===== config.mk =====
export PLATFORM = sky130hd
export DESIGN_NAME = pulse_gen_top
export DESIGN_NICKNAME = d
export VERILOG_FILES = /design/src/design/pulse_gen_pkg.sv /design/src/design/pulse_chan_if.sv /design/src/design/pulse_channel.sv /design/src/design/pulse_gen_top.sv
export VERILOG_INCLUDE_DIRS = /design/src /design/src/design
export SDC_FILE = /design/constraint.sdc
export NUM_CORES = 1
export LEC_CHECK = 0
export BUFFER_PORTS_ARGS = -buffer_cell sky130_fd_sc_hd__buf_2
export CORE_MARGIN = 4
export CORE_UTILIZATION = 50
export CTS_CLUSTER_DIAMETER = 60
export DETAILED_ROUTE_END_ITERATION = 6
export PLACE_DENSITY = 0.77
export SKIP_LAST_GASP = 1
export SLEW_MARGIN = 15
export SYNTH_ARGS = -nofsm -noshare
export SYNTH_HDL_FRONTEND = slang
export SYNTH_HIERARCHICAL = 1
export SYNTH_SLANG_ARGS = --single-unit

===== constraint.sdc =====
create_clock -name core_clk -period 3.6 [get_ports core_clk]
set_input_delay 0 -clock core_clk [delete_from_list [all_inputs] [get_ports core_clk]]
set_output_delay 0 -clock core_clk [all_outputs]
set_load 0.005 [all_outputs]

===== src/design/pulse_gen_regs.svh =====
// register map, field positions, reset values and divider counts of the
// four-channel pulse generator; assumes a 16-bit register port with
// byte addresses exactly as given here
`ifndef PULSE_GEN_REGS_SVH
`define PULSE_GEN_REGS_SVH

// ==========================================================
// register addresses
`define ADDR_PULSE_CONTROL 16'hc0e6
`define ADDR_PULSE_WINDOW_MAX 16'hc0e8
`define ADDR_CH0_PULSE_BEGIN 16'hc0ea
`define ADDR_CH0_PULSE_END 16'hc0ec
`define ADDR_CH1_PULSE_BEGIN 16'hc0ee
`define ADDR_CH1_PULSE_END 16'hc0f0
`define ADDR_CH2_PULSE_BEGIN 16'hc0f2
`define ADDR_CH2_PULSE_END 16'hc0f4
`define ADDR_CH3_PULSE_BEGIN 16'hc0f6
`define ADDR_CH3_PULSE_END 16'hc0f8
`define ADDR_ONESHOT_WINDOW_COUNT 16'hc0fa
`define ADDR_PULSE_STATUS 16'hc0fc

// ==========================================================
// control register fields
`define CTRL_RUN_BIT 15
`define CTRL_PRESCALE_HI 11
`define CTRL_PRESCALE_LO 9
`define CTRL_MODE_BIT 8
`define CTRL_POL_HI 7
`define CTRL_POL_LO 4
`define CTRL_EN_HI 3
`define CTRL_EN_LO 0
`define CTRL_WRITE_MASK 16'h8fff
`define COUNT_FIELD_MASK 16'h03ff
`define REG_RESET 16'h0000

// ==========================================================
// status register fields
`define STAT_RUNNING_BIT 15
`define STAT_DONE_BIT 14

// ==========================================================
// prescaler limits: core clocks per counter tick minus one
`define PRESC_WIDTH 13
`define PRESC_LIMIT_0 13'h0000
`define PRESC_LIMIT_1 13'h0001
`define PRESC_LIMIT_2 13'h0007
`define PRESC_LIMIT_3 13'h001f
`define PRESC_LIMIT_4 13'h007f
`define PRESC_LIMIT_5 13'h01ff
`define PRESC_LIMIT_6 13'h07ff
`define PRESC_LIMIT_7 13'h1fff

`endif


===== src/design/pulse_gen_pkg.sv =====
// types shared by the pulse generator modules
// assumes pulse_gen_regs.svh for all numeric constants
package pulse_gen_pkg;

   // ==========================================================
   // basic types
   typedef logic [9:0] count_t;
   typedef logic [15:0] word_t;

   // ==========================================================
   // generator sequencing
   typedef enum logic [1:0] {
      GEN_IDLE = 2'b00,
      GEN_RUN = 2'b01,
      GEN_DONE = 2'b10
   } gen_state_e;

endpackage


===== src/design/pulse_chan_if.sv =====
// carrier between the shared window counter and one channel comparator
// assumes one instance per channel, all on core_clk
interface pulse_chan_if;
   import pulse_gen_pkg::*;

   // ==========================================================
   // shared timing and per-channel settings
   logic running;
   count_t window_pos;
   count_t window_max;
   count_t begin_pos;
   count_t end_pos;
   logic polarity;
   logic enable;
   logic pin_level;

   modport ctrl (
      output running,
      output window_pos,
      output window_max,
      output begin_pos,
      output end_pos,
      output polarity,
      output enable,
      input pin_level
   );

   modport chan (
      input running,
      input window_pos,
      input window_max,
      input begin_pos,
      input end_pos,
      input polarity,
      input enable,
      output pin_level
   );

endinterface


===== src/design/pulse_channel.sv =====
// one channel comparator: turns the shared window position into a pin level
// assumes the window position is on the same clock and already registered
module pulse_channel
   import pulse_gen_pkg::*;
(
   input wire logic core_clk,
   input wire logic rst_n,
   pulse_chan_if.chan ch
);

   // ==========================================================
   // active decision
   logic active;
   logic level_reg;

   // pulse active between begin and end, end beyond window holds it on unless begin equals end
   always_comb begin
      active = 1'b0;
      if (ch.running && ch.enable) begin
         if (ch.begin_pos == ch.end_pos) begin
            active = 1'b0;
         end else if (ch.end_pos > ch.window_max) begin
            active = 1'b1;
         end else begin
            active = (ch.window_pos >= ch.begin_pos) && (ch.window_pos < ch.end_pos);
         end
      end
   end

   // ==========================================================
   // pin level register
   // polarity selects active level
   always_ff @(posedge core_clk) begin
      if (!rst_n) begin
         level_reg <= 1'b1;
      end else begin
         level_reg <= active ? ch.polarity : ~ch.polarity;
      end
   end

   assign ch.pin_level = level_reg;

endmodule


===== src/design/pulse_gen_top.sv =====
// four-channel pulse generator with a shared window counter
// assumes a same-clock register port: one-cycle strobes, read data next cycle
// assumes the pins need no synchronising and no reset beyond rst_n
// rst_n is synchronous and active low; all state resets on one edge, the pin flops to one
//
// Summary of operation
// - run bit starts and stops everything
// - prescale field picks the counter tick rate
// - one-shot mode stops after programmed windows
// - continuous mode wraps window forever
// - per-channel polarity bit sets active level
// - per-channel enable bit gates output
// - ten-bit maximum sets window length
// - begin value makes channel active
// - end value makes channel inactive
// - begin equal end keeps output inactive
// - end above maximum keeps output active unless begin equals end
// - one-shot windows equal count plus one
`include "pulse_gen_regs.svh"

module pulse_gen_top
   import pulse_gen_pkg::*;
(
   input wire logic core_clk,
   input wire logic rst_n,
   input wire logic [15:0] reg_addr,
   input wire logic [15:0] reg_wdata,
   input wire logic reg_wr,
   input wire logic reg_rd,
   output logic [15:0] reg_rdata,
   output logic [3:0] pulse_out,
   output logic gen_running
);

   // ==========================================================
   // address decode helpers

   // both strobes share one decoder; the port never asks for a wait,
   // so decoding is purely combinational and ready in the strobe cycle
   // odd and unlisted addresses land on index 15 and are ignored
   // register index: 0 control, 1 max, 2..9 begin/end pairs, 10 count,
   // 11 status, 15 unmapped
   function automatic logic [3:0] reg_index(input logic [15:0] addr);
      logic [3:0] idx;
      idx = 4'hf;
      case (addr)
         `ADDR_PULSE_CONTROL: idx = 4'h0;
         `ADDR_PULSE_WINDOW_MAX: idx = 4'h1;
         `ADDR_CH0_PULSE_BEGIN: idx = 4'h2;
         `ADDR_CH0_PULSE_END: idx = 4'h3;
         `ADDR_CH1_PULSE_BEGIN: idx = 4'h4;
         `ADDR_CH1_PULSE_END: idx = 4'h5;
         `ADDR_CH2_PULSE_BEGIN: idx = 4'h6;
         `ADDR_CH2_PULSE_END: idx = 4'h7;
         `ADDR_CH3_PULSE_BEGIN: idx = 4'h8;
         `ADDR_CH3_PULSE_END: idx = 4'h9;
         `ADDR_ONESHOT_WINDOW_COUNT: idx = 4'ha;
         `ADDR_PULSE_STATUS: idx = 4'hb;
         default: idx = 4'hf;
      endcase
      return idx;
   endfunction

   // prescale codes map to divide ratios 1, 2, 8, 32, 128, 512, 2048, 8192;
   // the limit is the last prescaler value before a tick, so a ratio of
   // one gives a tick on every core clock
   // core clocks per tick minus one for a prescale code
   function automatic logic [`PRESC_WIDTH-1:0] presc_limit(input logic [2:0] sel);
      logic [`PRESC_WIDTH-1:0] lim;
      lim = `PRESC_LIMIT_0;
      case (sel)
         3'h0: lim = `PRESC_LIMIT_0;
         3'h1: lim = `PRESC_LIMIT_1;
         3'h2: lim = `PRESC_LIMIT_2;
         3'h3: lim = `PRESC_LIMIT_3;
         3'h4: lim = `PRESC_LIMIT_4;
         3'h5: lim = `PRESC_LIMIT_5;
         3'h6: lim = `PRESC_LIMIT_6;
         default: lim = `PRESC_LIMIT_7;
      endcase
      return lim;
   endfunction

   // ==========================================================
   // register storage
   // apart from the cycle count, only the documented fields are stored; reserved bits read as zero
   // whatever software writes, so a careless write cannot set them
   // cycle count keeps all sixteen bits, but only the low ten are used
   // begin and end registers are indexed by channel number
   word_t control_reg;
   count_t window_max_reg;
   count_t begin_reg [4];
   count_t end_reg [4];
   word_t cycle_count_reg;
   word_t rdata_reg;

   logic [3:0] wr_idx;
   logic [3:0] rd_idx;
   logic ctrl_write;

   assign wr_idx = reg_index(reg_addr);
   assign rd_idx = reg_index(reg_addr);
   assign ctrl_write = reg_wr && (wr_idx == 4'h0);

   // fields are decoded straight from the stored word, so a control
   // write takes effect on the next core clock with no extra staging
   // mode and run are sampled every clock, so they can change mid-window
   // control fields
   logic run_bit;
   logic oneshot_mode;
   logic [2:0] prescale_sel;
   logic [3:0] chan_pol;
   logic [3:0] chan_en;

   assign run_bit = control_reg[`CTRL_RUN_BIT];
   assign oneshot_mode = control_reg[`CTRL_MODE_BIT];
   assign prescale_sel = control_reg[`CTRL_PRESCALE_HI:`CTRL_PRESCALE_LO];
   assign chan_pol = control_reg[`CTRL_POL_HI:`CTRL_POL_LO];
   assign chan_en = control_reg[`CTRL_EN_HI:`CTRL_EN_LO];

   // control and shared window registers; reserved bits kept at zero except in the cycle count, which stores all sixteen
   always_ff @(posedge core_clk) begin
      if (!rst_n) begin
         control_reg <= `REG_RESET;
         window_max_reg <= '0;
         cycle_count_reg <= `REG_RESET;
      end else if (reg_wr) begin
         case (wr_idx)
            4'h0: control_reg <= reg_wdata & `CTRL_WRITE_MASK;
            4'h1: window_max_reg <= reg_wdata[9:0];
            4'ha: cycle_count_reg <= reg_wdata;
            default: ;
         endcase
      end
   end

   // per-channel begin and end registers, index pairs from 2 upward
   always_ff @(posedge core_clk) begin
      if (!rst_n) begin
         for (int i = 0; i < 4; i++) begin
            begin_reg[i] <= '0;
            end_reg[i] <= '0;
         end
      end else if (reg_wr && (wr_idx >= 4'h2) && (wr_idx <= 4'h9)) begin
         if (wr_idx[0] == 1'b0) begin
            begin_reg[2'((wr_idx - 4'h2) >> 1)] <= reg_wdata[9:0];
         end else begin
            end_reg[2'((wr_idx - 4'h2) >> 1)] <= reg_wdata[9:0];
         end
      end
   end

   // ==========================================================
   // sequencing state
   // sequence of a start, counted from the control write edge:
   //    edge one: sequencer enters run, window position still zero
   //    edge two: first tick possible, pins reflect position zero
   //    every tick: position steps, back to zero after the maximum
   // a one-shot run leaves run on the tick that closes its last window
   // and rests in done, with the counter at zero and pins inactive,
   // until software clears the run bit or writes the control again
   // gen_running follows the state register, so it lags the write by one edge
   gen_state_e state_reg;
   gen_state_e state_next;
   logic [`PRESC_WIDTH-1:0] presc_reg;
   logic tick;
   count_t window_pos_reg;
   logic window_end;
   logic [10:0] windows_done_reg;
   logic last_window;

   assign tick = (state_reg == GEN_RUN) && (presc_reg == presc_limit(prescale_sel));
   assign window_end = tick && (window_pos_reg == window_max_reg);
   assign last_window = windows_done_reg == {1'b0, cycle_count_reg[9:0]};

   // next state of the run sequencer
   always_comb begin
      state_next = state_reg;
      unique case (state_reg)
         GEN_IDLE: begin
            if (run_bit) begin
               state_next = GEN_RUN;
            end
         end
         GEN_RUN: begin
            if (!run_bit) begin
               state_next = GEN_IDLE;
            end else if (oneshot_mode && window_end && last_window) begin
               state_next = GEN_DONE;
            end
         end
         GEN_DONE: begin
            // a fresh control write or clearing run rearms the sequencer
            if (!run_bit || ctrl_write) begin
               state_next = GEN_IDLE;
            end
         end
         default: state_next = GEN_IDLE;
      endcase
   end

   // state register
   always_ff @(posedge core_clk) begin
      if (!rst_n) begin
         state_reg <= GEN_IDLE;
      end else begin
         state_reg <= state_next;
      end
   end

   // the prescaler restarts on every entry into run, so the first tick
   // of a run always comes a full divide period after the start
   // changing the prescale code mid-run can stretch one tick: the
   // count compares for equality and runs on to its width if passed
   // prescaler: one tick every limit+1 core clocks while running
   // tick rate divider
   always_ff @(posedge core_clk) begin
      if (!rst_n) begin
         presc_reg <= '0;
      end else if ((state_reg != GEN_RUN) || tick) begin
         presc_reg <= '0;
      end else begin
         presc_reg <= presc_reg + `PRESC_WIDTH'(1);
      end
   end

   // the position clears in the same edge that run is left, so a
   // stopped or finished generator never shows a stale position
   // lowering the maximum below the current position mid-run lets the
   // position run on to its ten-bit wrap before the window restarts
   // shared window position
   always_ff @(posedge core_clk) begin
      if (!rst_n) begin
         window_pos_reg <= '0;
      end else if ((state_reg != GEN_RUN) || (state_next != GEN_RUN)) begin
         window_pos_reg <= '0;
      end else if (window_end) begin
         window_pos_reg <= '0;
      end else if (tick) begin
         window_pos_reg <= window_pos_reg + 10'h001;
      end
   end

   // the tally is one bit wider than the count field so that it never
   // wraps, and stops at the last window instead of counting past it
   // the tally clears whenever the sequencer is out of run
   // completed windows in the current run
   always_ff @(posedge core_clk) begin
      if (!rst_n) begin
         windows_done_reg <= '0;
      end else if (state_reg != GEN_RUN) begin
         windows_done_reg <= '0;
      end else if (window_end && !last_window) begin
         windows_done_reg <= windows_done_reg + 11'h001;
      end
   end

   // ==========================================================
   // channels
   // one comparator per channel, each with its own carrier; the pins
   // come from flops inside the comparators, one clock behind the
   // position, so they never glitch while the compares settle
   // a disabled or stopped channel shows the inverse of its polarity
   logic [3:0] pin_level;

   for (genvar c = 0; c < 4; c++) begin : g_chan
      pulse_chan_if chan_bus ();

      assign chan_bus.running = (state_reg == GEN_RUN);
      assign chan_bus.window_pos = window_pos_reg;
      assign chan_bus.window_max = window_max_reg;
      assign chan_bus.begin_pos = begin_reg[c];
      assign chan_bus.end_pos = end_reg[c];
      assign chan_bus.polarity = chan_pol[c];
      assign chan_bus.enable = chan_en[c];
      assign pin_level[c] = chan_bus.pin_level;

      pulse_channel u_chan (
         .core_clk(core_clk),
         .rst_n(rst_n),
         .ch(chan_bus.chan)
      );
   end

   // pins go straight out; any synchronising is left to the pad ring
   assign pulse_out = pin_level;

   // ==========================================================
   // read port
   // status is an extra read-only word beside the register map:
   // bit 15 running, bit 14 one-shot done, low ten bits the position
   // writes to it are ignored
   // reading status has no side effect on the sequencer
   word_t status_word;

   assign status_word = {(state_reg == GEN_RUN), (state_reg == GEN_DONE), 4'h0,
                         window_pos_reg};

   // read data return to zero when no read is pending, so a master that
   // samples one cycle late sees zero rather than stale data
   // the strobe and address are decoded in the same cycle they stand
   // read data registered, valid the cycle after the read strobe only
   always_ff @(posedge core_clk) begin
      if (!rst_n) begin
         rdata_reg <= '0;
      end else if (reg_rd) begin
         unique case (rd_idx)
            4'h0: rdata_reg <= control_reg;
            4'h1: rdata_reg <= {6'h00, window_max_reg};
            4'h2: rdata_reg <= {6'h00, begin_reg[0]};
            4'h3: rdata_reg <= {6'h00, end_reg[0]};
            4'h4: rdata_reg <= {6'h00, begin_reg[1]};
            4'h5: rdata_reg <= {6'h00, end_reg[1]};
            4'h6: rdata_reg <= {6'h00, begin_reg[2]};
            4'h7: rdata_reg <= {6'h00, end_reg[2]};
            4'h8: rdata_reg <= {6'h00, begin_reg[3]};
            4'h9: rdata_reg <= {6'h00, end_reg[3]};
            4'ha: rdata_reg <= cycle_count_reg;
            4'hb: rdata_reg <= status_word;
            default: rdata_reg <= '0;
         endcase
      end else begin
         rdata_reg <= '0;
      end
   end

   assign reg_rdata = rdata_reg;

   // running flag registered through the state register
   assign gen_running = (state_reg == GEN_RUN);

endmodule


* After elaboration in Yosys (flattened, before gate mapping)
Memory sizes are Yosys's and may differ from the RTL's.
Index checks and enable logic that the tools add are counted.
** Storage, ports and cells
- Register bits after elaboration :: 95
- Memory bits (writable) :: 80
- Input bits :: 36
- Output and inout bits :: 21
- Word-level logic and storage cells :: 149
- Memories kept :: 2
** Memories
- begin_reg :: depth 4, width 10, rd ports 4, clocked after Yosys merged registers in 0, wr ports 4, RTL line pulse_gen_top.sv:92 : count_t begin_reg [4];
- end_reg :: depth 4, width 10, rd ports 4, clocked after Yosys merged registers in 0, wr ports 4, RTL line pulse_gen_top.sv:93 : count_t end_reg [4];
** Operators by class
- $add $sub $neg :: 4
- Order comparisons :: 14
- Equal/unequal tests :: 40
- Muxes and demuxes :: 39
- Bitwise gates (word level) :: 5
- Reduce and logical (&&, ||, !) cells :: 33
** Operator list (count)
- equality test 16 bit, second input constant :: 12
- case mux 16 bit (12 select lines) :: 1
- case mux 13 bit (7 select lines) :: 1
- equality test 10 bit :: 5
- case mux 4 bit (12 select lines) :: 1
- >= comparator 10 bit :: 4
- greater-than comparator 10 bit :: 4
- < comparator 10 bit :: 4
- two-way mux 1 bit :: 27
- two-way mux 10 bit :: 2
- OR reduction 10 bit :: 2
- equality test 4 x 3 -> 1 bit, second input constant :: 4
- equality test 4 bit, second input constant :: 4
- logical AND 1 bit :: 16
- adder 13 x 1 -> 13 bit, second input constant :: 1
- equality test 13 bit :: 1
- two-way mux 2 bit :: 6
- adder 11 x 1 -> 11 bit, second input constant :: 1
- equality test 11 x 10 -> 1 bit :: 1
- adder 10 x 1 -> 10 bit, second input constant :: 1
- equality test 3 bit, second input constant :: 3
- equality test 4 x 2 -> 1 bit, second input constant :: 2
- AND reduction 2 bit :: 4
- equality test 3 x 2 -> 1 bit, second input constant :: 2
- 17 further kinds :: 26

* Depth between registers and ports, before layout
- Depth after elaboration :: 13
- Mapped depth :: 13
- Depth with buffers taken out :: 11

* Modules after synthesis
The synthesis kept the hierarchy.
** By module, submodules not included
- pulse_gen_top :: times used 1, cells each 867, area each 8573.2 um^2, seq. area each 4224.1 um^2
- pulse_channel :: times used 4, cells each 118, area each 872.1 um^2, seq. area each 20.0 um^2

* Worst setup path after synthesis
No wires, ideal clock.
- Kind :: input port to flip-flop
- Start point :: input reg_addr[9]
- End point :: memory end_reg[3][0] in the netlist's numbering (enable)
- Setup time :: 391 ps
- Arrival :: 2996 ps
- Data required time :: 3209 ps
- Path slack :: 214 ps
- Stages :: 10
- Path buffers :: 1
- Cells stage by stage :: or4b_1 > buf_2 > nor3_4 > nand3_1 > ha_1 > inv_1 > a31oi_1 > a311o_1 > nand2b_1 > o21ai_0
** RTL lines
- start: declaration :: RTL line pulse_gen_top.sv:26 : input wire logic [15:0] reg_addr,
- end: declaration :: RTL line pulse_gen_top.sv:93

* Worst setup path after layout
- Start point :: input reg_addr[9]
- End point :: register cycle_count_reg[12]
** Between the ends
- Word-level cells in the longest chain between the ends :: 4
- Elaborated cells between the ends (all ways) :: 15
- Classes of those cells :: eq/ne (13); mux (1); reduce/logical (1)
** RTL lines
- equality test 16 bit :: RTL line pulse_gen_top.sv:46 : case (addr)
- case mux 4 bit (12 select lines) (*) :: RTL line pulse_gen_top.sv:46
- equality test 4 bit (*) :: RTL line pulse_gen_top.sv:128 : case (wr_idx)
- AND reduction 2 bit (no line) (*)
- end signal: assignment :: RTL line pulse_gen_top.sv:126 : cycle_count_reg <= `REG_RESET;
- end signal: assignment :: RTL line pulse_gen_top.sv:131 : 4'ha: cycle_count_reg <= reg_wdata;
- end: declaration :: RTL line pulse_gen_top.sv:94 : word_t cycle_count_reg;
Mark *: on every way between the ends. The rest lies on a longest branch, timed or not.
A chain may end at the register's enable or synchronous reset.

==> implementation parameters <==
Parameter                              Value

STA
  Final min period    3.270 ns
  Worst-case clock skew    0.01389 ns
  Setup violations, final    0
  Peak clock frequency supported by timing    0.3058 GHz
  Final total negative setup slack    0 ns
  Final critical-path share of the clock period    0.9083
  Number of hold violations in the final report    0
  Smallest hold slack    0.03152 ns
  Transition time at the pin with the least slew margin    0.9925 ns
  Relative slew slack    0.3354
  Setup repair after global routing missed its margin    false
  Total count of max-transition violations in the final report    0

Place
  Global placement routability congestion    1.057
  Placed wire-length estimate after detailed placement    32.19 mm
  Port bufs    56

GRT
  Overall fraction of global-route tracks in use    0.3221
  Largest net degree at the start of global routing    47
  Wire length of the first global-routing pass    63.74 mm
  Antenna violations before repair    2
  Overflow left after global routing    0
  Vias in the first global route    10352

Yosys
  List of most frequent post-synthesis cells    sky130_fd_sc_hd__inv_1 (133), sky130_fd_sc_hd__ha_1 (122), sky130_fd_sc_hd__nand2_1 (111)
  Avg Synthesized Cell Area    9.008 um^2
  Top area cells in the synthesized netlist    sky130_fd_sc_hd__edfxtp_1 (20%), sky130_fd_sc_hd__dfxtp_1 (16%), sky130_fd_sc_hd__ha_1 (13%)
  Dominant cell by count in the synthesized netlist    sky130_fd_sc_hd__inv_1
  Share of the synthesized area in the top cell type    0.1992
  Portion of the post-synthesis area used by sequential elements    0.3568
  Largest area contributor in the netlist    sky130_fd_sc_hd__edfxtp_1
  Ys flop type    sky130_fd_sc_hd__dfxtp_1
  Gate Count Post-Synth    1339
  FF+latch count, synth    175
  Count of warnings emitted by yosys    6
  Async S/R FF share, synth    0
  Post-Syn Area    12060 um^2
  Total nets after synthesis    1497
  Number of flops mapped to enable cells by yosys    80
  Yosys cell types    71

Drt
  Post-DR wirelength/cell    24.68 um
  1st-pass router iterations    6
  Post-DRT Antenna Nets    0
  Vias/cell    6.252
  Routed vias    10941
  Final routed wirelength across all metal layers    43.20 mm
  Drt initial violations    1444
  Count of unresolved DRC violations after routing    0

Power and ir drop
  Power density relative to cell area    324.3 nW/um^2
  Leakage    5.474 nW
  Share of power burned in the clock network    0.418
  Part of the power in combinational logic    0.076
  Sw Share    0.2769
  Internal Pwr Total    0.003173 W
  Sequential share of power    0.506
  Maximum vdd ir drop    0.0003485 V
  Psw    0.001215 W

Clocking
  # Post-CTS Setup Buffers    0
  Clock transition at the registers of the reported paths    0.07 ns
  Source-to-sink clock delay at the later pin of the worst-skew pair    0.44 ns
  Master cell of the clock root buffer    sky130_fd_sc_hd__clkbuf_16
  TritonCTS clock tree    yes
  Number of H-tree branching levels    4
  Gates resized, CTS repair    0
  Clock sinks    175
  Number of buffers on the longest clock path    2
  Number of buffers created by CTS    17

Worst setup path
  Critical path startpoint category    input pin
  Critical Path Fanout Max    16
  WP data arrival    3.60 ns
  Endpoint kind of the worst setup timing path    flop
  Required time of the critical path    3.93 ns
  Setup CP Type    input pin to flop

Job
  Max-Cap Viols    0

Finish
  Layout overhead on the synthesized area    12.19%
  Fraction of final layout cells with drive strength greater than 1    0.1127
  Nets    1574

Status
  Result of the run    complete, no violations

Die
  Initial standard-cell utilization of the core    0.5108
  Standard-cell row count    56
  Width of the die    163.3 um
  Core Box Area    23610 um^2
  Die area    26670 um^2
  I/O pin cnt    57
  Die H    163.3 um

Min path
  Path category of the worst min-delay check    input pin to flop
-- cells in the final DEF, fill, tap and decap left out, types with 30 or more instances in the layout --
cell / synthesis / layout
sky130_fd_sc_hd__xor2_1: 57 / 57
sky130_fd_sc_hd__and2_1: 75 / 75
sky130_fd_sc_hd__dfxtp_1: 95 / 95
sky130_fd_sc_hd__nand3_1: 44 / 44
sky130_fd_sc_hd__inv_1: 133 / 134
sky130_fd_sc_hd__nor2_1: 54 / 54
sky130_fd_sc_hd__ha_1: 122 / 122
sky130_fd_sc_hd__nand2_1: 111 / 111
sky130_fd_sc_hd__buf_2: 10 / 56
sky130_fd_sc_hd__nand4_1: 33 / 33
sky130_fd_sc_hd__and3_1: 30 / 30
sky130_fd_sc_hd__buf_4: 5 / 51
sky130_fd_sc_hd__edfxtp_1: 80 / 80
sky130_fd_sc_hd__a21oi_1: 60 / 60
-- per-stage QoR --
step                std cells  setup slack (ns)  utilization  area, um^2  power, W
finish                   1750            0.3300       0.5731       13530  0.004388
global route             1748            0.1717       0.5729       13530  0.004516
CTS                      1748            0.4261       0.5729       13530  0.004374
detailed placement       1708            0.3004       0.5454       12880  0.002575
global placement         1708            0.3566       0.5454       12880  0.002565
floorplan                1339            0.2137            -       12060  0.002411
-- layer usage --
metal  share of wire  GRT usage  up-vias  routed length (um)
met5               0          0        -                   0
met4           0.052     0.1517        0                2254
met3            0.12    0.09563      152                5188
met2            0.42     0.4768      649               18270
met1            0.40     0.4331     5146               17480
li1                -          -     4994                   -
-- final timing paths --
check / startpoint / to / slack, ns / cells after the start
setup / recovery: reg_addr[9] / cycle_count_reg[12]$_SDFFE_PN0P_ / 0.33 / 12
hold / removal: reg_wdata[2] / cycle_count_reg[2]$_SDFFE_PN0P_ / 0.03 / 3
setup reg to reg: g_chan[0].chan_bus.window_pos[0]$_SDFFE_PP0P_ / g_chan[3].u_chan/ch.pin_level$_SDFF_PN1_ / 0.63 / 9
hold reg to reg: cycle_count_reg[14]$_SDFFE_PN0P_ / cycle_count_reg[14]$_SDFFE_PN0P_ / 0.47 / 2
-- layout make-up --
type / instances / area, um^2
fillers: 2100 / 10080
multi-input cells: 974 / 7013
flip-flops and latches: 175 / 4304
repair buffers: 115 / 743.2
inverters: 133 / 499.2
clock buffers: 17 / 425.4
well taps: 319 / 399.1
clock inverters: 15 / 142.6
diodes: 2 / 5.005
-- logic make-up after synthesis --
family,synth area share
mux,0.01961
fa+ha+maj,0.1266
xor+xnor,0.05809
compound gates,0.1520
simple gates,0.2252
flops,0.3568
buf+inv,0.06172
-- critical path, cell delays in order --
cell and delay, ns:
sky130_fd_sc_hd__buf_2 0.12, sky130_fd_sc_hd__or4b_1 0.59, sky130_fd_sc_hd__nor3_4 0.23, sky130_fd_sc_hd__nand3_1 0.19, sky130_fd_sc_hd__inv_1 0.10, sky130_fd_sc_hd__ha_1 0.31
sky130_fd_sc_hd__nor2b_1 0.18, sky130_fd_sc_hd__a32o_1 0.30, sky130_fd_sc_hd__nand4_1 0.66, sky130_fd_sc_hd__nand2_1 0.26, sky130_fd_sc_hd__a21boi_0 0.10, sky130_fd_sc_hd__dlygate4sd3_1 0.55
-- repair_timing --
| item | CTS | global route |
|---|---|---|
| setup endpoints to repair | 0 | 0 |
| endpoints found under the hold margin | 9 | 0 |
| hold buffers | 8 | 0 |
-- power by group through the flow --
| stage | clock (W) | sequential [W] | combinational (W) |
|---|---|---|---|
| after floorplan | 0 | 0.00220 | 0.000206 |
| after global placement | 0 | 0.00226 | 0.000304 |
| after detailed placement | 0 | 0.00226 | 0.000314 |
| after CTS | 0.00184 | 0.00222 | 0.000321 |
| after global routing | 0.00193 | 0.00222 | 0.000362 |
| final | 0.00183 | 0.00222 | 0.000332 |
Power figures use the tool's default switching activity.
